===== src/logic/smosd_pkg.sv =====
// Constants and carrier types for the stop mode / oscillator stop block.
// Assumes a single 20 MHz system clock and an AXI4-Lite register port.
package smosd_pkg;

  // ----------------------------------------------------------------
  // Timing
  // ----------------------------------------------------------------
  localparam int unsigned SYS_CLK_HZ = 20_000_000;
  localparam int unsigned SYS_PERIOD_NS = 1_000_000_000 / SYS_CLK_HZ;
  // Crystal silence treated as a stop: one period at the 2 MHz floor
  localparam int unsigned XSTOP_TIME_NS = 500;
  localparam int unsigned XSTOP_CYC = (XSTOP_TIME_NS + SYS_PERIOD_NS - 1) / SYS_PERIOD_NS;
  // Oscillator restart settle before the CPU clock returns
  localparam int unsigned WAKE_TIME_NS = 250;
  localparam int unsigned WAKE_CYC = (WAKE_TIME_NS + SYS_PERIOD_NS - 1) / SYS_PERIOD_NS;
  typedef logic [4:0] smosd_cnt_t;
  localparam smosd_cnt_t XSTOP_CNT = smosd_cnt_t'(XSTOP_CYC);
  localparam smosd_cnt_t WAKE_CNT = smosd_cnt_t'(WAKE_CYC);

  // ----------------------------------------------------------------
  // Register map (byte addresses)
  // ----------------------------------------------------------------
  typedef logic [11:0] smosd_addr_t;
  localparam smosd_addr_t CTRL_OFS = 12'h000;
  localparam smosd_addr_t OCD_OFS = 12'h004;
  localparam smosd_addr_t WAKE_OFS = 12'h008;
  localparam smosd_addr_t FLAG_OFS = 12'h00c;
  localparam smosd_addr_t STAT_OFS = 12'h010;
  localparam logic [1:0] RESP_OKAY = 2'h0;
  localparam logic [1:0] RESP_SLVERR = 2'h2;

  // Control register bits
  localparam int CTRL_STOP = 0;
  localparam int CTRL_DIV8 = 1;
  localparam int CTRL_DIV_LO = 2;
  localparam int CTRL_DIV_HI = 3;
  localparam int CTRL_XPIN = 4;
  localparam int CTRL_LSO_OFF = 5;
  localparam int CTRL_WAKE_OVR = 6;
  localparam int CTRL_XHALT = 7;
  localparam int CTRL_PSTOP_WAIT = 8;
  localparam int CTRL_HS_RUN = 9;
  localparam int CTRL_HS_SEL = 10;
  localparam int CTRL_LCR_EN = 11;
  localparam logic [15:0] CTRL_RST = 16'h0000;
  // Oscillator stop detect register bits
  localparam int OCD_ONCHIP = 2;
  localparam int OCD_STOPPED = 3;
  localparam logic [1:0] OCD_EN_ON = 2'h3;
  // Wake qualification register bits (ext filter off in 3:0)
  localparam int WK_RA_EVENT = 4;
  localparam int WK_RA_NOFILT = 5;
  localparam int WK_SER_EXTCLK = 6;
  localparam int WK_VM1_NOFILT = 7;
  localparam int WK_VM2_NOFILT = 8;
  localparam logic [15:0] WAKE_RST = 16'h0000;
  // Flag register bits
  localparam int FL_WDT = 0;
  localparam int FL_VM1 = 1;
  localparam int FL_VM2 = 2;
  // CPU divider as log2 of the ratio
  localparam logic [2:0] DIV_LOG2_1 = 3'h0;
  localparam logic [2:0] DIV_LOG2_2 = 3'h1;
  localparam logic [2:0] DIV_LOG2_4 = 3'h2;
  localparam logic [2:0] DIV_LOG2_8 = 3'h3;
  localparam logic [2:0] DIV_LOG2_16 = 3'h4;

  // ----------------------------------------------------------------
  // Types
  // ----------------------------------------------------------------
  typedef enum logic [1:0] {
    SMOSD_RUN = 2'h0,
    SMOSD_STOP = 2'h1,
    SMOSD_WAKE = 2'h3
  } smosd_state_e;

  typedef enum logic [1:0] {
    SMOSD_SRC_XTAL = 2'h0,
    SMOSD_SRC_LSO = 2'h1,
    SMOSD_SRC_HSO = 2'h2
  } smosd_clk_src_e;

  typedef struct packed {
    logic key;
    logic [3:0] ext;
    logic timer_ra;
    logic serial;
    logic vmon1;
    logic vmon2;
  } smosd_wake_src_s;

  typedef struct packed {
    logic xtal;
    logic lso;
    logic hso;
    logic wdt;
  } smosd_osc_en_s;

endpackage


===== src/logic/smosd_top.sv =====
// Stop mode control and crystal oscillator stop detector.
// Assumes synchronous peripheral interrupt pulses, a crystal sampled
// on sys_clk and an AXI4-Lite master that waits for each answer.
// Operation
// (RQ1) Stop halts all oscillators except watchdog one
// (RQ2) Externally clocked peripherals keep running in stop
// (RQ3) Key always wakes; ext lines unfiltered only
// (RQ4) Timer RA wakes only unfiltered event counting
// (RQ5) Serial wakes only with external clock
// (RQ6) Voltage monitors wake only with filter off
// (RQ7) Writing stop bit enters stop mode
// (RQ8) Entering stop forces divide-by-8 select
// (RQ9) Software clears detect enable and override first
// (RQ10) Software clears low-current read before stop
// (RQ11) Ports hold; crystal output high or input
// (RQ12) Reset or enabled interrupt leaves stop
// (RQ13) Software prepares priorities and enables before stop
// (RQ14) Interrupt sequence runs after clock restarts
// (RQ15) Wake CPU clock is old source over 8
// (RQ16) Detector works only with enable 11b
// (RQ17) Crystal stop selects on-chip clock, flags, irq
// (RQ18) Shared vector; source bits identify oscillator stop
// (RQ19) Watchdog and monitors set own flags
// (RQ20) No automatic return to the crystal
// (RQ21) Software keeps peripheral wait stop at 0
// (RQ22) Software disables detector around crystal changes
// (RQ23) Software picks fallback oscillator before enabling
// (RQ24) Hardware clears stop bit on leaving stop
//
// Implementation choices: the AXI4-Lite register port and the register addresses.
`timescale 1ns/1ns
`default_nettype none
module smosd_top (
  input wire logic sys_clk,
  input wire logic nrst,
  input wire logic s_axi_awvalid,
  output logic s_axi_awready,
  input wire logic [11:0] s_axi_awaddr,
  input wire logic s_axi_wvalid,
  output logic s_axi_wready,
  input wire logic [31:0] s_axi_wdata,
  input wire logic [3:0] s_axi_wstrb,
  output logic s_axi_bvalid,
  input wire logic s_axi_bready,
  output logic [1:0] s_axi_bresp,
  input wire logic s_axi_arvalid,
  output logic s_axi_arready,
  input wire logic [11:0] s_axi_araddr,
  output logic s_axi_rvalid,
  input wire logic s_axi_rready,
  output logic [31:0] s_axi_rdata,
  output logic [1:0] s_axi_rresp,
  input wire smosd_pkg::smosd_wake_src_s wake_src,
  input wire logic wdt_underflow,
  input wire logic crystal_input_clock,
  output var smosd_pkg::smosd_osc_en_s osc_en,
  output var smosd_pkg::smosd_clk_src_e cpu_clk_src,
  output logic [2:0] cpu_div_log2,
  output logic cpu_clk_en,
  output logic periph_clk_en,
  output logic ext_periph_clk_en,
  output logic port_hold,
  output logic crystal_output_pin_o,
  output logic crystal_output_pin_oe,
  output logic wake_irq_req,
  output logic shared_irq
);

  // ------------------------------------------------------------------
  // State
  // ------------------------------------------------------------------
  smosd_pkg::smosd_state_e state_reg, state_next;
  smosd_pkg::smosd_cnt_t wake_cnt_reg, wake_cnt_next;
  smosd_pkg::smosd_cnt_t stall_cnt_reg, stall_cnt_next;
  logic [15:0] ctrl_reg, ctrl_next;
  logic [15:0] wake_cfg_reg, wake_cfg_next;
  logic [1:0] ocd_en_reg, ocd_en_next;
  logic onchip_reg, onchip_next;
  logic xtal_prev_reg;
  logic wake_req_reg, wake_req_next;
  logic stopped_flag, wdt_flag, vm1_flag, vm2_flag;
  logic wr_fire, rd_fire, wr_ctrl, wr_ocd, wr_wake, wr_flag, wr_hit;
  logic bvalid_reg, bvalid_next, rvalid_reg, rvalid_next;
  logic [1:0] bresp_reg, bresp_next, rresp_reg, rresp_next;
  logic [31:0] rdata_reg, rdata_next;
  logic [15:0] wr_mask;
  logic wake_any, det_active, xtal_stall, osc_stop_evt, osc_src;

  // ------------------------------------------------------------------
  // Bus decode
  // ------------------------------------------------------------------
  // Address and data are taken together; only one write in flight
  assign wr_fire = s_axi_awvalid && s_axi_wvalid && !bvalid_reg;
  assign rd_fire = s_axi_arvalid && !rvalid_reg;
  assign s_axi_awready = wr_fire;
  assign s_axi_wready = wr_fire;
  assign s_axi_arready = rd_fire;
  assign wr_ctrl = wr_fire && (s_axi_awaddr == smosd_pkg::CTRL_OFS);
  assign wr_ocd = wr_fire && (s_axi_awaddr == smosd_pkg::OCD_OFS);
  assign wr_wake = wr_fire && (s_axi_awaddr == smosd_pkg::WAKE_OFS);
  assign wr_flag = wr_fire && (s_axi_awaddr == smosd_pkg::FLAG_OFS);
  assign wr_hit = wr_ctrl || wr_ocd || wr_wake || wr_flag;
  // Registers are 16 bits wide, so only the low two lanes matter
  assign wr_mask = {{8{s_axi_wstrb[1]}}, {8{s_axi_wstrb[0]}}};

  // ------------------------------------------------------------------
  // Wake qualification
  // ------------------------------------------------------------------
  // Filters and internal clocks are dead in stop, so only sources
  // that need neither may wake; priorities and the global enable are
  // prepared by software beforehand [RQ13]
  always_comb begin
    wake_any = wake_src.key; // [RQ3]
    wake_any = wake_any || |(wake_src.ext & wake_cfg_reg[3:0]); // [RQ3]
    wake_any = wake_any || (wake_src.timer_ra && wake_cfg_reg[smosd_pkg::WK_RA_EVENT]
                            && wake_cfg_reg[smosd_pkg::WK_RA_NOFILT]); // [RQ4]
    wake_any = wake_any || (wake_src.serial && wake_cfg_reg[smosd_pkg::WK_SER_EXTCLK]); // [RQ5]
    wake_any = wake_any || (wake_src.vmon1 && wake_cfg_reg[smosd_pkg::WK_VM1_NOFILT]); // [RQ6]
    wake_any = wake_any || (wake_src.vmon2 && wake_cfg_reg[smosd_pkg::WK_VM2_NOFILT]); // [RQ6]
  end

  // ------------------------------------------------------------------
  // Oscillator stop detector
  // ------------------------------------------------------------------
  // Armed only by the full enable code and only in the run state;
  // software turns it off around its own crystal changes [RQ22]
  assign det_active = (ocd_en_reg == smosd_pkg::OCD_EN_ON) &&
                      (state_reg == smosd_pkg::SMOSD_RUN); // [RQ16]
  assign xtal_stall = (stall_cnt_reg == smosd_pkg::XSTOP_CNT);
  // Only a crystal that feeds the CPU raises the event
  assign osc_stop_evt = det_active && xtal_stall && !onchip_reg; // [RQ17]

  // Silence counter; any crystal edge restarts it
  always_comb begin
    stall_cnt_next = stall_cnt_reg;
    if (!det_active || (crystal_input_clock != xtal_prev_reg)) begin
      stall_cnt_next = '0; // [RQ16]
    end else if (!xtal_stall) begin
      stall_cnt_next = stall_cnt_reg + smosd_pkg::smosd_cnt_t'(1);
    end
  end

  // ------------------------------------------------------------------
  // Control registers and power state
  // ------------------------------------------------------------------
  always_comb begin
    state_next = state_reg;
    wake_cnt_next = wake_cnt_reg;
    ctrl_next = ctrl_reg;
    wake_cfg_next = wake_cfg_reg;
    ocd_en_next = ocd_en_reg;
    onchip_next = onchip_reg;
    wake_req_next = 1'b0;
    // Software writes first, hardware events override below
    if (wr_ctrl) begin
      ctrl_next = (ctrl_reg & ~wr_mask) | (s_axi_wdata[15:0] & wr_mask);
    end
    if (wr_wake) begin
      wake_cfg_next = (wake_cfg_reg & ~wr_mask) | (s_axi_wdata[15:0] & wr_mask);
    end
    if (wr_ocd && s_axi_wstrb[0]) begin
      ocd_en_next = s_axi_wdata[1:0];
      // Only software returns the CPU to the crystal
      onchip_next = s_axi_wdata[smosd_pkg::OCD_ONCHIP]; // [RQ20]
    end
    if (osc_stop_evt) begin
      onchip_next = 1'b1; // [RQ17]
      ctrl_next[smosd_pkg::CTRL_LSO_OFF] = 1'b0; // [RQ17]
    end
    unique case (state_reg)
      smosd_pkg::SMOSD_RUN: begin
        // Detector and override are assumed cleared, low-current
        // read off, before the request [RQ9] [RQ10]
        if (ctrl_reg[smosd_pkg::CTRL_STOP]) begin
          state_next = smosd_pkg::SMOSD_STOP; // [RQ7]
          ctrl_next[smosd_pkg::CTRL_DIV8] = 1'b1; // [RQ8]
        end
      end
      smosd_pkg::SMOSD_STOP: begin
        if (wake_any) begin
          state_next = smosd_pkg::SMOSD_WAKE; // [RQ12]
          wake_cnt_next = smosd_pkg::WAKE_CNT;
        end
      end
      smosd_pkg::SMOSD_WAKE: begin
        // Oscillators settle before the CPU clock is released
        if (wake_cnt_reg == '0) begin
          state_next = smosd_pkg::SMOSD_RUN;
          wake_req_next = 1'b1; // [RQ14]
          ctrl_next[smosd_pkg::CTRL_STOP] = 1'b0; // [RQ24]
        end else begin
          wake_cnt_next = wake_cnt_reg - smosd_pkg::smosd_cnt_t'(1);
        end
      end
      default: begin
        state_next = smosd_pkg::SMOSD_RUN;
      end
    endcase
  end

  // Reset always lands in run with the stop bit clear [RQ12] [RQ24]
  always_ff @(posedge sys_clk or negedge nrst) begin
    if (!nrst) begin
      state_reg <= smosd_pkg::SMOSD_RUN;
      wake_cnt_reg <= '0;
      stall_cnt_reg <= '0;
      ctrl_reg <= smosd_pkg::CTRL_RST;
      wake_cfg_reg <= smosd_pkg::WAKE_RST;
      ocd_en_reg <= 2'h0;
      onchip_reg <= 1'b0;
      xtal_prev_reg <= 1'b0;
      wake_req_reg <= 1'b0;
    end else begin
      state_reg <= state_next;
      wake_cnt_reg <= wake_cnt_next;
      stall_cnt_reg <= stall_cnt_next;
      ctrl_reg <= ctrl_next;
      wake_cfg_reg <= wake_cfg_next;
      ocd_en_reg <= ocd_en_next;
      onchip_reg <= onchip_next;
      xtal_prev_reg <= crystal_input_clock;
      wake_req_reg <= wake_req_next;
    end
  end

  // ------------------------------------------------------------------
  // Status flags
  // ------------------------------------------------------------------
  // Writing 0 to the stopped bit clears it; flags clear on write of 1
  smosd_flag u_stopped (
    .sys_clk(sys_clk),
    .nrst(nrst),
    .set(osc_stop_evt), // [RQ17]
    .clr(wr_ocd && s_axi_wstrb[0] && !s_axi_wdata[smosd_pkg::OCD_STOPPED]),
    .q(stopped_flag)
  );
  smosd_flag u_wdt (
    .sys_clk(sys_clk),
    .nrst(nrst),
    .set(wdt_underflow), // [RQ19]
    .clr(wr_flag && s_axi_wstrb[0] && s_axi_wdata[smosd_pkg::FL_WDT]),
    .q(wdt_flag)
  );
  smosd_flag u_vm1 (
    .sys_clk(sys_clk),
    .nrst(nrst),
    .set(wake_src.vmon1), // [RQ19]
    .clr(wr_flag && s_axi_wstrb[0] && s_axi_wdata[smosd_pkg::FL_VM1]),
    .q(vm1_flag)
  );
  smosd_flag u_vm2 (
    .sys_clk(sys_clk),
    .nrst(nrst),
    .set(wake_src.vmon2), // [RQ19]
    .clr(wr_flag && s_axi_wstrb[0] && s_axi_wdata[smosd_pkg::FL_VM2]),
    .q(vm2_flag)
  );

  // ------------------------------------------------------------------
  // Clock and pin outputs
  // ------------------------------------------------------------------
  // Every oscillator but the watchdog one dies in stop [RQ1]
  assign osc_en.xtal = (state_reg == smosd_pkg::SMOSD_RUN || state_reg == smosd_pkg::SMOSD_WAKE)
                       && !ctrl_reg[smosd_pkg::CTRL_XHALT] && !onchip_reg; // [RQ1]
  assign osc_en.lso = (state_reg != smosd_pkg::SMOSD_STOP) && !ctrl_reg[smosd_pkg::CTRL_LSO_OFF];
  assign osc_en.hso = (state_reg != smosd_pkg::SMOSD_STOP) && ctrl_reg[smosd_pkg::CTRL_HS_RUN];
  assign osc_en.wdt = 1'b1; // [RQ1]
  assign cpu_clk_en = (state_reg == smosd_pkg::SMOSD_RUN); // [RQ1]
  assign periph_clk_en = (state_reg == smosd_pkg::SMOSD_RUN); // [RQ1]
  // Externally clocked peripherals never lose their enable
  assign ext_periph_clk_en = 1'b1; // [RQ2]
  // Fallback oscillator is whichever software picked up front [RQ23]
  assign cpu_clk_src = !onchip_reg ? smosd_pkg::SMOSD_SRC_XTAL :
                       ctrl_reg[smosd_pkg::CTRL_HS_SEL] ? smosd_pkg::SMOSD_SRC_HSO :
                       smosd_pkg::SMOSD_SRC_LSO; // [RQ20]
  // Source is untouched across stop, so wake resumes it over 8 [RQ15]
  always_comb begin
    unique case ({ctrl_reg[smosd_pkg::CTRL_DIV_HI], ctrl_reg[smosd_pkg::CTRL_DIV_LO]})
      2'h0: cpu_div_log2 = smosd_pkg::DIV_LOG2_1;
      2'h1: cpu_div_log2 = smosd_pkg::DIV_LOG2_2;
      2'h2: cpu_div_log2 = smosd_pkg::DIV_LOG2_4;
      2'h3: cpu_div_log2 = smosd_pkg::DIV_LOG2_16;
    endcase
    if (ctrl_reg[smosd_pkg::CTRL_DIV8]) begin
      cpu_div_log2 = smosd_pkg::DIV_LOG2_8; // [RQ15]
    end
  end
  assign port_hold = (state_reg != smosd_pkg::SMOSD_RUN); // [RQ11]
  assign crystal_output_pin_o = 1'b1;
  assign crystal_output_pin_oe = port_hold && ctrl_reg[smosd_pkg::CTRL_XPIN]; // [RQ11]
  assign wake_irq_req = wake_req_reg;
  // One vector for oscillator stop, watchdog and both monitors
  assign osc_src = stopped_flag || ((ocd_en_reg == smosd_pkg::OCD_EN_ON) && onchip_reg); // [RQ18]
  assign shared_irq = osc_src || wdt_flag || vm1_flag || vm2_flag; // [RQ18]

  // ------------------------------------------------------------------
  // Bus answers
  // ------------------------------------------------------------------
  // Unmapped addresses answer SLVERR, reads of them return zero
  always_comb begin
    bvalid_next = bvalid_reg && !s_axi_bready;
    bresp_next = bresp_reg;
    rvalid_next = rvalid_reg && !s_axi_rready;
    rresp_next = rresp_reg;
    rdata_next = rdata_reg;
    if (wr_fire) begin
      bvalid_next = 1'b1;
      bresp_next = wr_hit ? smosd_pkg::RESP_OKAY : smosd_pkg::RESP_SLVERR;
    end
    if (rd_fire) begin
      rvalid_next = 1'b1;
      rresp_next = smosd_pkg::RESP_OKAY;
      unique case (s_axi_araddr)
        smosd_pkg::CTRL_OFS: rdata_next = {16'h0000, ctrl_reg};
        smosd_pkg::OCD_OFS: rdata_next = {28'h0000000, stopped_flag, onchip_reg, ocd_en_reg};
        smosd_pkg::WAKE_OFS: rdata_next = {16'h0000, wake_cfg_reg};
        smosd_pkg::FLAG_OFS: rdata_next = {29'h0000000, vm2_flag, vm1_flag, wdt_flag};
        smosd_pkg::STAT_OFS: rdata_next = {24'h000000, osc_src, cpu_clk_src, cpu_div_log2, state_reg};
        default: begin
          rdata_next = 32'h00000000;
          rresp_next = smosd_pkg::RESP_SLVERR;
        end
      endcase
    end
  end

  always_ff @(posedge sys_clk or negedge nrst) begin
    if (!nrst) begin
      bvalid_reg <= 1'b0;
      bresp_reg <= smosd_pkg::RESP_OKAY;
      rvalid_reg <= 1'b0;
      rresp_reg <= smosd_pkg::RESP_OKAY;
      rdata_reg <= 32'h00000000;
    end else begin
      bvalid_reg <= bvalid_next;
      bresp_reg <= bresp_next;
      rvalid_reg <= rvalid_next;
      rresp_reg <= rresp_next;
      rdata_reg <= rdata_next;
    end
  end

  assign s_axi_bvalid = bvalid_reg;
  assign s_axi_bresp = bresp_reg;
  assign s_axi_rvalid = rvalid_reg;
  assign s_axi_rresp = rresp_reg;
  assign s_axi_rdata = rdata_reg;
endmodule
`default_nettype wire


===== src/logic/smosd_flag.sv =====
// Sticky status flag: hardware set, software clear.
// Assumes set and clear are single-cycle qualified strobes.
`timescale 1ns/1ns
`default_nettype none
module smosd_flag (
  input wire logic sys_clk,
  input wire logic nrst,
  input wire logic set,
  input wire logic clr,
  output logic q
);

  logic q_next;

  // Set wins so an event in the clearing cycle is kept
  always_comb begin
    q_next = q;
    if (clr) begin
      q_next = 1'b0;
    end
    if (set) begin
      q_next = 1'b1;
    end
  end

  // Flag storage
  always_ff @(posedge sys_clk or negedge nrst) begin
    if (!nrst) begin
      q <= 1'b0;
    end else begin
      q <= q_next;
    end
  end

endmodule
`default_nettype wire


===== config.mk =====
export PLATFORM = sky130hd
export DESIGN_NAME = smosd_top
export DESIGN_NICKNAME = d
export VERILOG_FILES = /design/src/logic/smosd_pkg.sv /design/src/logic/smosd_top.sv /design/src/logic/smosd_flag.sv
export SDC_FILE = /design/constraint.sdc
export NUM_CORES = 1
export LEC_CHECK = 0
export BUFFER_PORTS_ARGS = -buffer_cell sky130_fd_sc_hd__buf_4
export CAP_MARGIN = 20
export CORE_MARGIN = 10
export CORE_UTILIZATION = 25
export CTS_CLUSTER_DIAMETER = 60
export DETAILED_ROUTE_END_ITERATION = 6
export SETUP_SLACK_MARGIN = 0.1
export SYNTH_ARGS = -nofsm -noshare
export SYNTH_HDL_FRONTEND = slang
export SYNTH_SLANG_ARGS = --single-unit

===== constraint.sdc =====
create_clock -name sys_clk -period 2.7 [get_ports sys_clk]
set_input_delay 0.135 -clock sys_clk [delete_from_list [all_inputs] [get_ports sys_clk]]
set_output_delay 0.135 -clock sys_clk [all_outputs]
set_load 0.1 [all_outputs]

Yosys cells after proc, flatten, opt, wreduce, memory -nomap -nowiden
Index checks and enable logic that the tools add are counted.
{ "op_classes": {"add_sub_neg": 2, "multipliers": 0, "div_mod_pow": 0, "order_cmp": 0, "eq_ne": 21, "shift": 0, "muxes": 36, "n_bitwise": 7, "n_reduce_logical": 69} }
{ "ops": {"columns": ["operator", "n"], "rows": [
  ["16-bit case mux with 5 select lines", 1],
  ["16-bit bitwise AND", 3],
  ["12-bit by 4-bit equality test with 1-bit output, second input constant", 4],
  ["16-bit OR", 2],
  ["1-bit logical AND", 29],
  ["12-bit by 3-bit equality test with 1-bit output, second input constant", 2],
  ["12-bit logical NOT", 2],
  ["5-bit two-way mux", 4],
  ["1-bit two-way mux", 19],
  ["16-bit NOT", 1],
  ["2-bit nonzero test", 8],
  ["1-bit logical OR", 14],
  ["2-bit two-way mux", 7],
  ["12-bit by 5-bit equality test with 1-bit output, second input constant", 1],
  ["3-bit case mux with 4 select lines", 1],
  ["5-bit case mux with 2 select lines", 1],
  ["1-bit logical NOT", 9],
  ["2-bit equality test, second input constant", 4],
  ["6-bit two-way mux", 1],
  ["2-bit by 1-bit != test with 1-bit output, second input constant", 3],
  ["2-bit != test, second input constant", 3],
  ["2-bit case mux with 3 select lines", 1],
  ["3-bit AND reduction", 2],
  ["5-bit by 1-bit adder with 5-bit output, second input constant", 1],
  ["other kinds (10)", 12]
]} }
{ "totals": {"ff_bits": 91, "latchBits": 0, "mem_bits_rw": 0, "romBits": 0, "inputBits": 78, "output_inout_bits": 58, "word_cells": 155, "memories": 0} }

Logic depth before layout (Yosys ltp)
Gate-level depths: netlist (run 1).
{ "depth": {"ltp_word": 9, "depth_mapped": 7, "depth_no_buf": 6} }

Cells and area by module
Synthesis (run 1) repeated with hierarchy kept, for this count alone.
{ "unflattened": {"hier_cells": 358, "hier_area_um2": 3853.7} }
{ "modules_own_cells": {"columns": ["module", "instances", "cells_per_inst", "area_each_um2", "seq_area_each_um2"], "rows": [
  ["smosd_top", 1, 346, 3708.6, 1726.7],
  ["smosd_flag", 4, 3, 36.3, 25.0]
]} }

Worst setup path before layout (run 1)
Ideal clock, no wire load.
{ "synth_path": {"path_kind": "register to register", "from": "register bvalid_reg, in the netlist s_axi_bvalid", "to": "register (tool-made name)", "setup_time_ps": 125, "t_arrival_ps": 3127, "required_time_ps": 2575, "slack_ps": -552, "stages_incl_launch_ff": 8, "path_cell_list": "dfrtp_1 -> and3b_1 -> clkbuf_1 -> and4_1 -> buf_4 -> and4b_1 -> buf_6 -> mux2_2"} }
{ "synth_lines": {"columns": ["item", "line", "rtl"], "rows": [
  ["start, declared", "smosd_top.sv:83", "logic bvalid_reg, bvalid_next, rvalid_reg, rvalid_next;"],
  ["start signal, assigned", "smosd_top.sv:335", "bvalid_reg <= bvalid_next;"]
]} }

==> results.cfg, run 1 <==
[global_route]
grt_max_degree = 74
grt_pass1_wl_microns = 18000
grt_overflow_total = 0
grt_pass1_vias = 3288
grt_usage = 0.112
antenna_found_initial = 0

[cts]
cts_buffers = 9
h-tree-depth = 3
cts_num_sinks = 73
cts_tree = yes
root_buffer = clkbuf_16
clk_pin_slew_ns = 0.06
post-cts-setup-buffers = 0
cts_buffer_depth = 2
clk_latency_ns = 0.33

[yosys]
seq_area_frac_synth = 0.474
synth_area_sq_um = 3850
synth.distinct_cells = 57
netlist_instances = 355
synthTopCellsByCount = dfrtp_1, mux2_2, buf_4
yosys_most_used_dff = dfrtp_1
synth-edff-count = 0
synthTopCellsByArea = dfrtp_1, mux2_2, buf_4, a22oi_1, ha_1
yosysTopAreaCellShare = 0.474
avgSynthCellArea_sq_um = 10.8
synth_warnings = 0
ys_async_sr_fraction = 1.00
synth_most_common_cell = dfrtp_1
ys_seq_elements = 73
synth_top_cell_by_area = dfrtp_1

[layout]
design_area_sq_um = 4980
antenna_cells = 0
nNetsFinal = 538
layout.cells.non_filler = 646
drive_above_1_share = 0.343
area_delta_synth_final_pct = 29.4

[job]
maxCapViolations = 0

[floorplan]
ioPinCount = 136
dieArea_sq_um = 20800
fp.coreArea_sq_um = 15100
start_util = 0.254
fp.dieH_microns = 144
placementRows = 45
dieWidth_microns = 144

[min_path]
hold_path_depth = 2
hp-class = input pin to flop

[timing]
slew_headroom = 0.354
final-max-slew-violation-count = 0
rsz0062_at_grt = no
fmax_mhz = 459
skew_ns = 0.0103
setup_viol = 0
tns_ns = 0
timing.final.crit_share = 0.806
hold_violations = 0
worst_pin_slew_ns = 0.970
finalCriticalPeriod_ns = 2.18

[placement]
postPlaceCellArea_sq_um = 4650
gp_routability_congestion = 0.815
io_buffers = 96
dp_hpwl_microns = 9090
place_inst = 625

[critical_path]
worstRegToRegCells = 4
cp-end-kind = flop
arrival_ns = 2.39
cp-start-kind = flop
critPathKind = flop to flop
crit_fanout = 8
required_ns = 2.92
r2r_setup_slack_ns = 0.52

[drt]
wl_per_cell_microns = 18.0
first_iter_violations = 146
postRouteAntennaNets = 0
first_pass_iters = 4
wl_microns = 11700
via_count = 3077
drc = 0
viasPerCell = 4.76

[power_and_ir_drop]
p_total_mw = 3.31
power_density_nw_per_um2 = 664
cellLeakagePower_nw = 2.30
ir_drop_mv = 0.361

[status]
status = complete, no violations
-- where the power goes --
part | switching (mW) | total (mW) | leakage (nW) | internal (mW)
clock network | 0.464 | 1.14 | 0.143 | 0.673
registers | 0.0399 | 1.17 | 0.960 | 1.13
logic | 0.738 | 1.00 | 1.19 | 0.261
total | 1.24 | 3.31 | 2.30 | 2.07
-- final timing paths --
| check | from | endpoint |
|---|---|---|
| max | s_axi_bvalid$_DFF_PN0_ | flop |
| min | wake_src[1] | u_vm1.q$_DFFE_PN0P_ |
| max reg2reg | s_axi_bvalid$_DFF_PN0_ | flop |
| min reg2reg | s_axi_rdata[14]$_DFFE_PN0P_ | s_axi_rdata[14]$_DFFE_PN0P_ |
| max in group asynchronous | nrst | s_axi_bresp[1]$_DFFE_PN0P_ |
| min in group asynchronous | nrst | async pin |
-- cells in the final DEF, fill, tap and decap left out, types with 10 or more instances in the layout --
cell     synthesis  layout
buf_4           24      97
dfrtp_1         73      73
mux2_2          33      33
nand2_1         22      22
conb_1           2      21
nor2_1          20      20
inv_1           13      13
a22oi_1         13      13
o21ai_1         12      12
nand4_1         11      11
o21ai_0         10      10
-- final cells by class --
class,instances,area (sq um)
repair buffers,102,778
clock inverters,4,27.5
clock buffers,12,256
fillers,1513,10200
inverters,13,48.8
multi-input cells,254,1810
well taps,188,235
flip-flops and latches,73,1830
-- stage by stage --
stage / worst slack (ns) / hold slack, ns / util
after floorplan: 0.166 / -0.161 / -
after global placement: 0.567 / 0.263 / 0.307
after detailed placement: 0.509 / 0.265 / 0.307
after CTS: 0.494 / 0.00574 / 0.329
after global routing: 0.391 / 0.0103 / 0.329
final: 0.523 / 0.0143 / 0.329
-- repair_timing --
item,4_1_cts,5_1_grt
endpoints found under the hold margin,40,0
hold buffers,5,0
resized for setup,0,0
-- metal layers --
layer  up-vias  GRT usage  wire (microns)
li1       1449          -               -
met1      1507      0.138            4920
met2       115      0.176            5310
met3         6     0.0492            1360
met4         0     0.0258              75
met5         -          0               0
-- logic make-up after synthesis --
group                      count (synthesis)  synth area share
muxes                                     39             0.112
adders and majority gates                  7            0.0227
xor gates and xnor gates                   5            0.0114
AOI/OAI and AO/OA                         75             0.133
and+or+nand+nor                          107             0.169
DFF                                       73             0.474
other                                      2           0.00195
buffers and inverters                     47            0.0757
-- worst max-delay path: stages, from the launching register on --
cell and delay (ns):
dfrtp_1 0.38, and3b_1 0.34, and4_1 0.39, and4b_1 0.56
mux2_2 0.39
No activity file was read; power rests on OpenSTA's default activity.
==> run 2: changes to the inputs <==
ABC_AREA = 1   (was not set)
clock period = 2.1 ns   (was 2.7 ns; I/O delays follow)
==> run 2 against run 1 <==
  * Critical path depth is the same
  * Clock power up 45%
  * Routed wire length up 6.9%
  * Sequential power up 35%
  * Die area up 6.3%
  * Register-to-register slack lost 0.08 ns
  * Cell count up 32%
  * Largest power group is now the clock network
  * Clock skew shrank 0.0071 ns
  * Global-route usage about the same
  * Combinational power grew 58%
  * Critical path type is now flop to output port
==> results.cfg, run 2 <==
[global_route]
grt_overflow_total = 0
antenna_found_initial = 0
grt_pass1_wl_microns = 19300
grt_max_degree = 45
grt_pass1_vias = 3560
grt_usage = 0.112

[timing]
slew_headroom = 0.582
setup_viol = 0
worst_pin_slew_ns = 0.628
hold_violations = 0
postLayoutSetupSlackWorst_ns = 0.151
timing.final.crit_share = 0.928
fmax_mhz = 513
tns_ns = 0
skew_ns = 0.00325
final-max-slew-violation-count = 0
rsz0062_at_grt = no
finalCriticalPeriod_ns = 1.95

[critical_path]
arrival_ns = 1.84
worst-path-buf-inv = 2
crit_slowest_cell = or4_1
required_ns = 2.00
path_delay_family = simple AND/OR/NAND/NOR gates
critPathKind = flop to output port
cp-start-kind = flop
cp-end-kind = output port
crit_fanout = 4
cpPeakStageDelay_ns = 0.47
crit_chain = inv_1 -> o21bai_1 -> or4_1 -> buf_4

[yosys]
synth_top_cell_by_area = dfrtp_1
ys_seq_elements = 73
synthTopCellsByCount = nand2_1, dfrtp_1, inv_1
avgSynthCellArea_sq_um = 7.91
yosysTopAreaCellShare = 0.442
seq_area_frac_synth = 0.442
yosys_most_used_dff = dfrtp_1
synth_most_common_cell = nand2_1
synth-edff-count = 0
synth_warnings = 0
netlist_instances = 522
synth.distinct_cells = 37
synthTopCellsByArea = dfrtp_1, nand2_1, nand3_1, inv_1, o21ai_2
ys_async_sr_fraction = 1.00
synth_area_sq_um = 4130

[placement]
gp_routability_congestion = 0.817
dp_hpwl_microns = 9920
io_buffers = 96
pre_cts_ws_ns = 0.480

[drt]
viasPerCell = 4.22
wl_per_cell_microns = 14.7
drc = 0
wl_microns = 12500
first_iter_violations = 190
first_pass_iters = 4
postRouteAntennaNets = 0
via_count = 3585

[min_path]
hp-class = input pin to flop

[layout]
nNetsFinal = 714
fin_util = 0.339
area_delta_synth_final_pct = 31.7
drive_above_1_share = 0.282
antenna_cells = 0
final_common_cell = nand2_1
final_cell_mix = nand2_1, buf_4, dfrtp_1

[cts]
h-tree-depth = 3
cts_tree = yes
clk_latency_ns = 0.34
clk_pin_slew_ns = 0.06
cts_buffers = 9
cts_num_sinks = 73
root_buffer = clkbuf_16
cts_buffer_depth = 2

[floorplan]
fp.coreArea_sq_um = 16100
placementRows = 46
dieWidth_microns = 149
dieArea_sq_um = 22100
fp.dieH_microns = 149
ioPinCount = 136
start_util = 0.257

[power_and_ir_drop]
cellLeakagePower_nw = 2.78
power_density_nw_per_um2 = 882
ir_drop_mv = 0.403

[job]
maxCapViolations = 0

[status]
status = complete, no violations
## run 2: changes by cell type in the layout (fill, tap and decap cells not counted), sizes merged, moves of 5 or more
| cell | delta |
|---|---|
| nand3 | +50 |
| mux2i | -6 |
| a22oi | -13 |
| clkinvlp | +5 |
| nand2 | +120 |
| o21ai | +26 |
| nor2b | -7 |
| inv | +47 |
| nand3b | +5 |
| nor2 | +31 |
| mux2 | -33 |
| a21o | -5 |
| buf | +7 |
## run 2: worst paths after layout
check	start	slack (ns)	to	cells after the start
max	onchip_reg$_DFFE_PN0P_	0.15	shared_irq	4
min	s_axi_wdata[5]	0.01	ctrl_reg[5]$_DFFE_PN0P_	3
max reg2reg	state_reg[1]$_DFFE_PN0P_	0.44	wake_cnt_reg[2]$_DFFE_PN0P_	7
min reg2reg	s_axi_rdata[8]$_DFFE_PN0P_	0.48	s_axi_rdata[8]$_DFFE_PN0P_	2
max in group asynchronous	nrst	1.13	s_axi_rdata[2]$_DFFE_PN0P_	3
min in group asynchronous	nrst	0.31	s_axi_rdata[13]$_DFFE_PN0P_	2
## run 2: timing repair
| action | 4_1_cts | 5_1_grt |
|---|---|---|
| gates resized for setup | 0 | 0 |
| setup buffers | 0 | 0 |
| hold buffers | 7 | 0 |
| endpoints found under the hold margin | 47 | 0 |
## run 2: logic make-up after synthesis
| family | share of synthesized area |
|---|---|
| other | 0.00182 |
| AND/OR/NAND/NOR | 0.305 |
| adder cells (fa/ha/maj) | 0.0212 |
| flip-flops | 0.442 |
| buffers and inverters | 0.118 |
| XOR/XNOR | 0.0127 |
| AO/OA/AOI/OAI | 0.0993 |
## run 2: worst register-to-register path, stage by stage, from the launching register on
cell,delay [ns]
dfrtp_1,0.42
inv_1,0.13
ha_1,0.23
nand3b_1,0.10
a21oi_1,0.12
nand3_1,0.17
nand2_1,0.26
o21ai_0,0.12
## run 2: final cells by class
| cell class | count | area (sq um) |
|---|---|---|
| clock buffer | 9 | 225 |
| clock inverter | 7 | 95.1 |
| fill | 1733 | 10600 |
| inverter | 62 | 239 |
| multi-input combinational | 372 | 1930 |
| sequential | 73 | 1830 |
| tap | 216 | 270 |
| timing repair buffer | 111 | 851 |
## run 2: metal layers
layer	track usage	routed length, microns	part of all wire
met5	0	0	0
met4	0.0446	162	0.013
met3	0.0249	770	0.062
met2	0.174	5870	0.47
met1	0.146	5660	0.45
## run 2: power breakdown
part	internal (mW)	switching (mW)	total [mW]
clock	1.04	0.609	1.65
combinational	0.405	1.17	1.58
sequential	1.50	0.0793	1.58
## run 2: per-stage QoR
stage	hold slack, ns	area [sq um]	power, mW	instances
after floorplan	-0.191	4260	2.82	541
after global placement	0.152	5050	3.17	827
after detailed placement	0.149	5050	3.18	827
after CTS	0.00764	5440	4.85	850
after global routing	0.0192	5440	5.03	850
final	0.0146	5440	4.80	850
==> run 3: changes to the inputs <==
PLACE_DENSITY = 0.43   (was not set)
==> run 3 against run 2 <==
  * Count of clock-buffer cells in the layout is 5 higher
  * Die area unchanged
  * Critical path depth unchanged
  * Clock skew grew 0.0030 ns
  * Routed wire length grew 3.6%
  * Utilization down 0.13 points
  * Non-clock buffer count fell by 1
  * First-iteration DRC count rose by 5.3%
  * Clock power decreased by 9%
  * Cell count decreased by 0.12%
  * Total power down 2.5%
==> results.cfg, run 3 (same netlist as run 2, synthesis figures left out) <==
[layout]
final_cell_mix = nand2_1, buf_4, dfrtp_1
design_area_sq_um = 5420
drive_above_1_share = 0.280
final_common_cell = nand2_1
layout.cells.non_filler = 849
antenna_cells = 0
area_delta_synth_final_pct = 31.2
nNetsFinal = 713

[critical_path]
required_ns = 2.00
worst-path-buf-inv = 2
crit_chain = inv_1 -> o21bai_1 -> or4_1 -> buf_4
crit_fanout = 4
path_delay_family = buffers and inverters
cp-end-kind = output port
startpoint = onchip_reg$_DFFE_PN0P_
cp-start-kind = flop
worstReg2RegStart = state_reg[1]$_DFFE_PN0P_
critPathKind = flop to output port
crit_slowest_cell = or4_1
r2r_setup_slack_ns = 0.37
arrival_ns = 1.84
cpPeakStageDelay_ns = 0.46

[placement]
dp_hpwl_microns = 10300
place_inst = 826
io_buffers = 96
pre_cts_ws_ns = 0.406
postPlaceCellArea_sq_um = 5060
gp_routability_congestion = 0.859

[floorplan]
start_util = 0.257
placementRows = 46
dieArea_sq_um = 22100
fp.dieH_microns = 149
fp.coreArea_sq_um = 16100
dieWidth_microns = 149
ioPinCount = 136

[global_route]
grt_pass1_wl_microns = 20500
grt_pass1_vias = 3545
antenna_found_initial = 0
grt_overflow_total = 0
grt_max_degree = 42
grt_usage = 0.119

[min_path]
hp-class = input pin to flop
holdCritStartpoint = s_axi_wdata[1]

[drt]
drc = 0
viasPerCell = 4.20
postRouteAntennaNets = 0
wl_per_cell_microns = 15.2
first_pass_iters = 4
wl_microns = 12900
first_iter_violations = 200
via_count = 3567

[timing]
worst_pin_slew_ns = 0.588
setup_viol = 0
timing.final.crit_share = 0.928
finalCriticalPeriod_ns = 1.95
tns_ns = 0
postLayoutSetupSlackWorst_ns = 0.152
hold_violations = 0
rsz0062_at_grt = no
skew_ns = 0.00623
fmax_mhz = 513
slew_headroom = 0.608
final-max-slew-violation-count = 0

[cts]
cts_buffers = 9
cts_tree = yes
cts_num_sinks = 73
cts_buffer_depth = 2
h-tree-depth = 3
clk_latency_ns = 0.35
root_buffer = clkbuf_16
clk_pin_slew_ns = 0.06

[power_and_ir_drop]
cellLeakagePower_nw = 2.78
power_density_nw_per_um2 = 863
ir_drop_mv = 0.298

[job]
maxCapViolations = 0

[status]
status = complete, no violations
## run 3: cell types whose count changed in the layout (fill, tap and decap cells not counted)
| cell | change |
|---|---|
| clkbuf_1 | +1 |
| bufinv_16 | -2 |
| clkbuf_8 | +4 |
| buf_4 | -2 |
| buf_12 | +1 |
| clkinvlp_4 | -4 |
| clkinv_2 | +1 |
## run 3: path summary, 6_finish.rpt
path / to / cells past startpoint
max: shared_irq / 4
min: ocd_en_reg[1]$_DFFE_PN0P_ / 2
max reg2reg: wake_cnt_reg[3]$_DFFE_PN0P_ / 8
min reg2reg: flop / 2
max in group asynchronous: wake_cnt_reg[0]$_DFFE_PN0P_ / 3
min in group asynchronous: async pin / 2
## run 3: layout make-up
| cell class | count | area [sq um] |
|---|---|---|
| clock buffer | 14 | 284 |
| clock inverter | 2 | 10.0 |
| fill | 1685 | 10600 |
| inverter | 62 | 239 |
| multi-input combinational | 372 | 1930 |
| sequential | 73 | 1830 |
| tap | 216 | 270 |
| timing repair buffer | 110 | 856 |
## run 3: what timing repair did
action                    in CTS  in global routing
buffers inserted               0                  0
hold buffers                   7                  0
resized for setup              0                  0
hold endpoints to repair      46                  0
## run 3: routing by layer
layer  up-vias  share of wire  GRT usage
met4         0         0.0090     0.0446
li1       1839              -          -
met3        10          0.073     0.0328
met1      1615           0.48      0.164
met2       103           0.44      0.173
met5         -              0          0
## run 3: worst register-to-register path, stage by stage, from the launching register on
cell	delay, ns
dfrtp_1	0.41
inv_1	0.12
ha_1	0.23
nand3b_1	0.10
a21oi_1	0.11
nand3_1	0.22
nand2_1	0.28
nand2_1	0.08
o21ai_0	0.09
## run 3: power breakdown
group	switching (mW)	total, mW	internal (mW)	leakage, nW
registers	0.0798	1.58	1.50	0.944
clock network	0.577	1.50	0.925	0.149
logic	1.19	1.60	0.410	1.69
## run 3: stage by stage
step / total power, mW / util / hold WS [ns]
after floorplan: 2.82 / - / -0.191
after global placement: 3.19 / 0.315 / 0.144
after detailed placement: 3.21 / 0.315 / 0.148
after CTS: 4.75 / 0.338 / 0.00958
after global routing: 4.95 / 0.338 / 0.0319
final: 4.68 / 0.338 / 0.0132
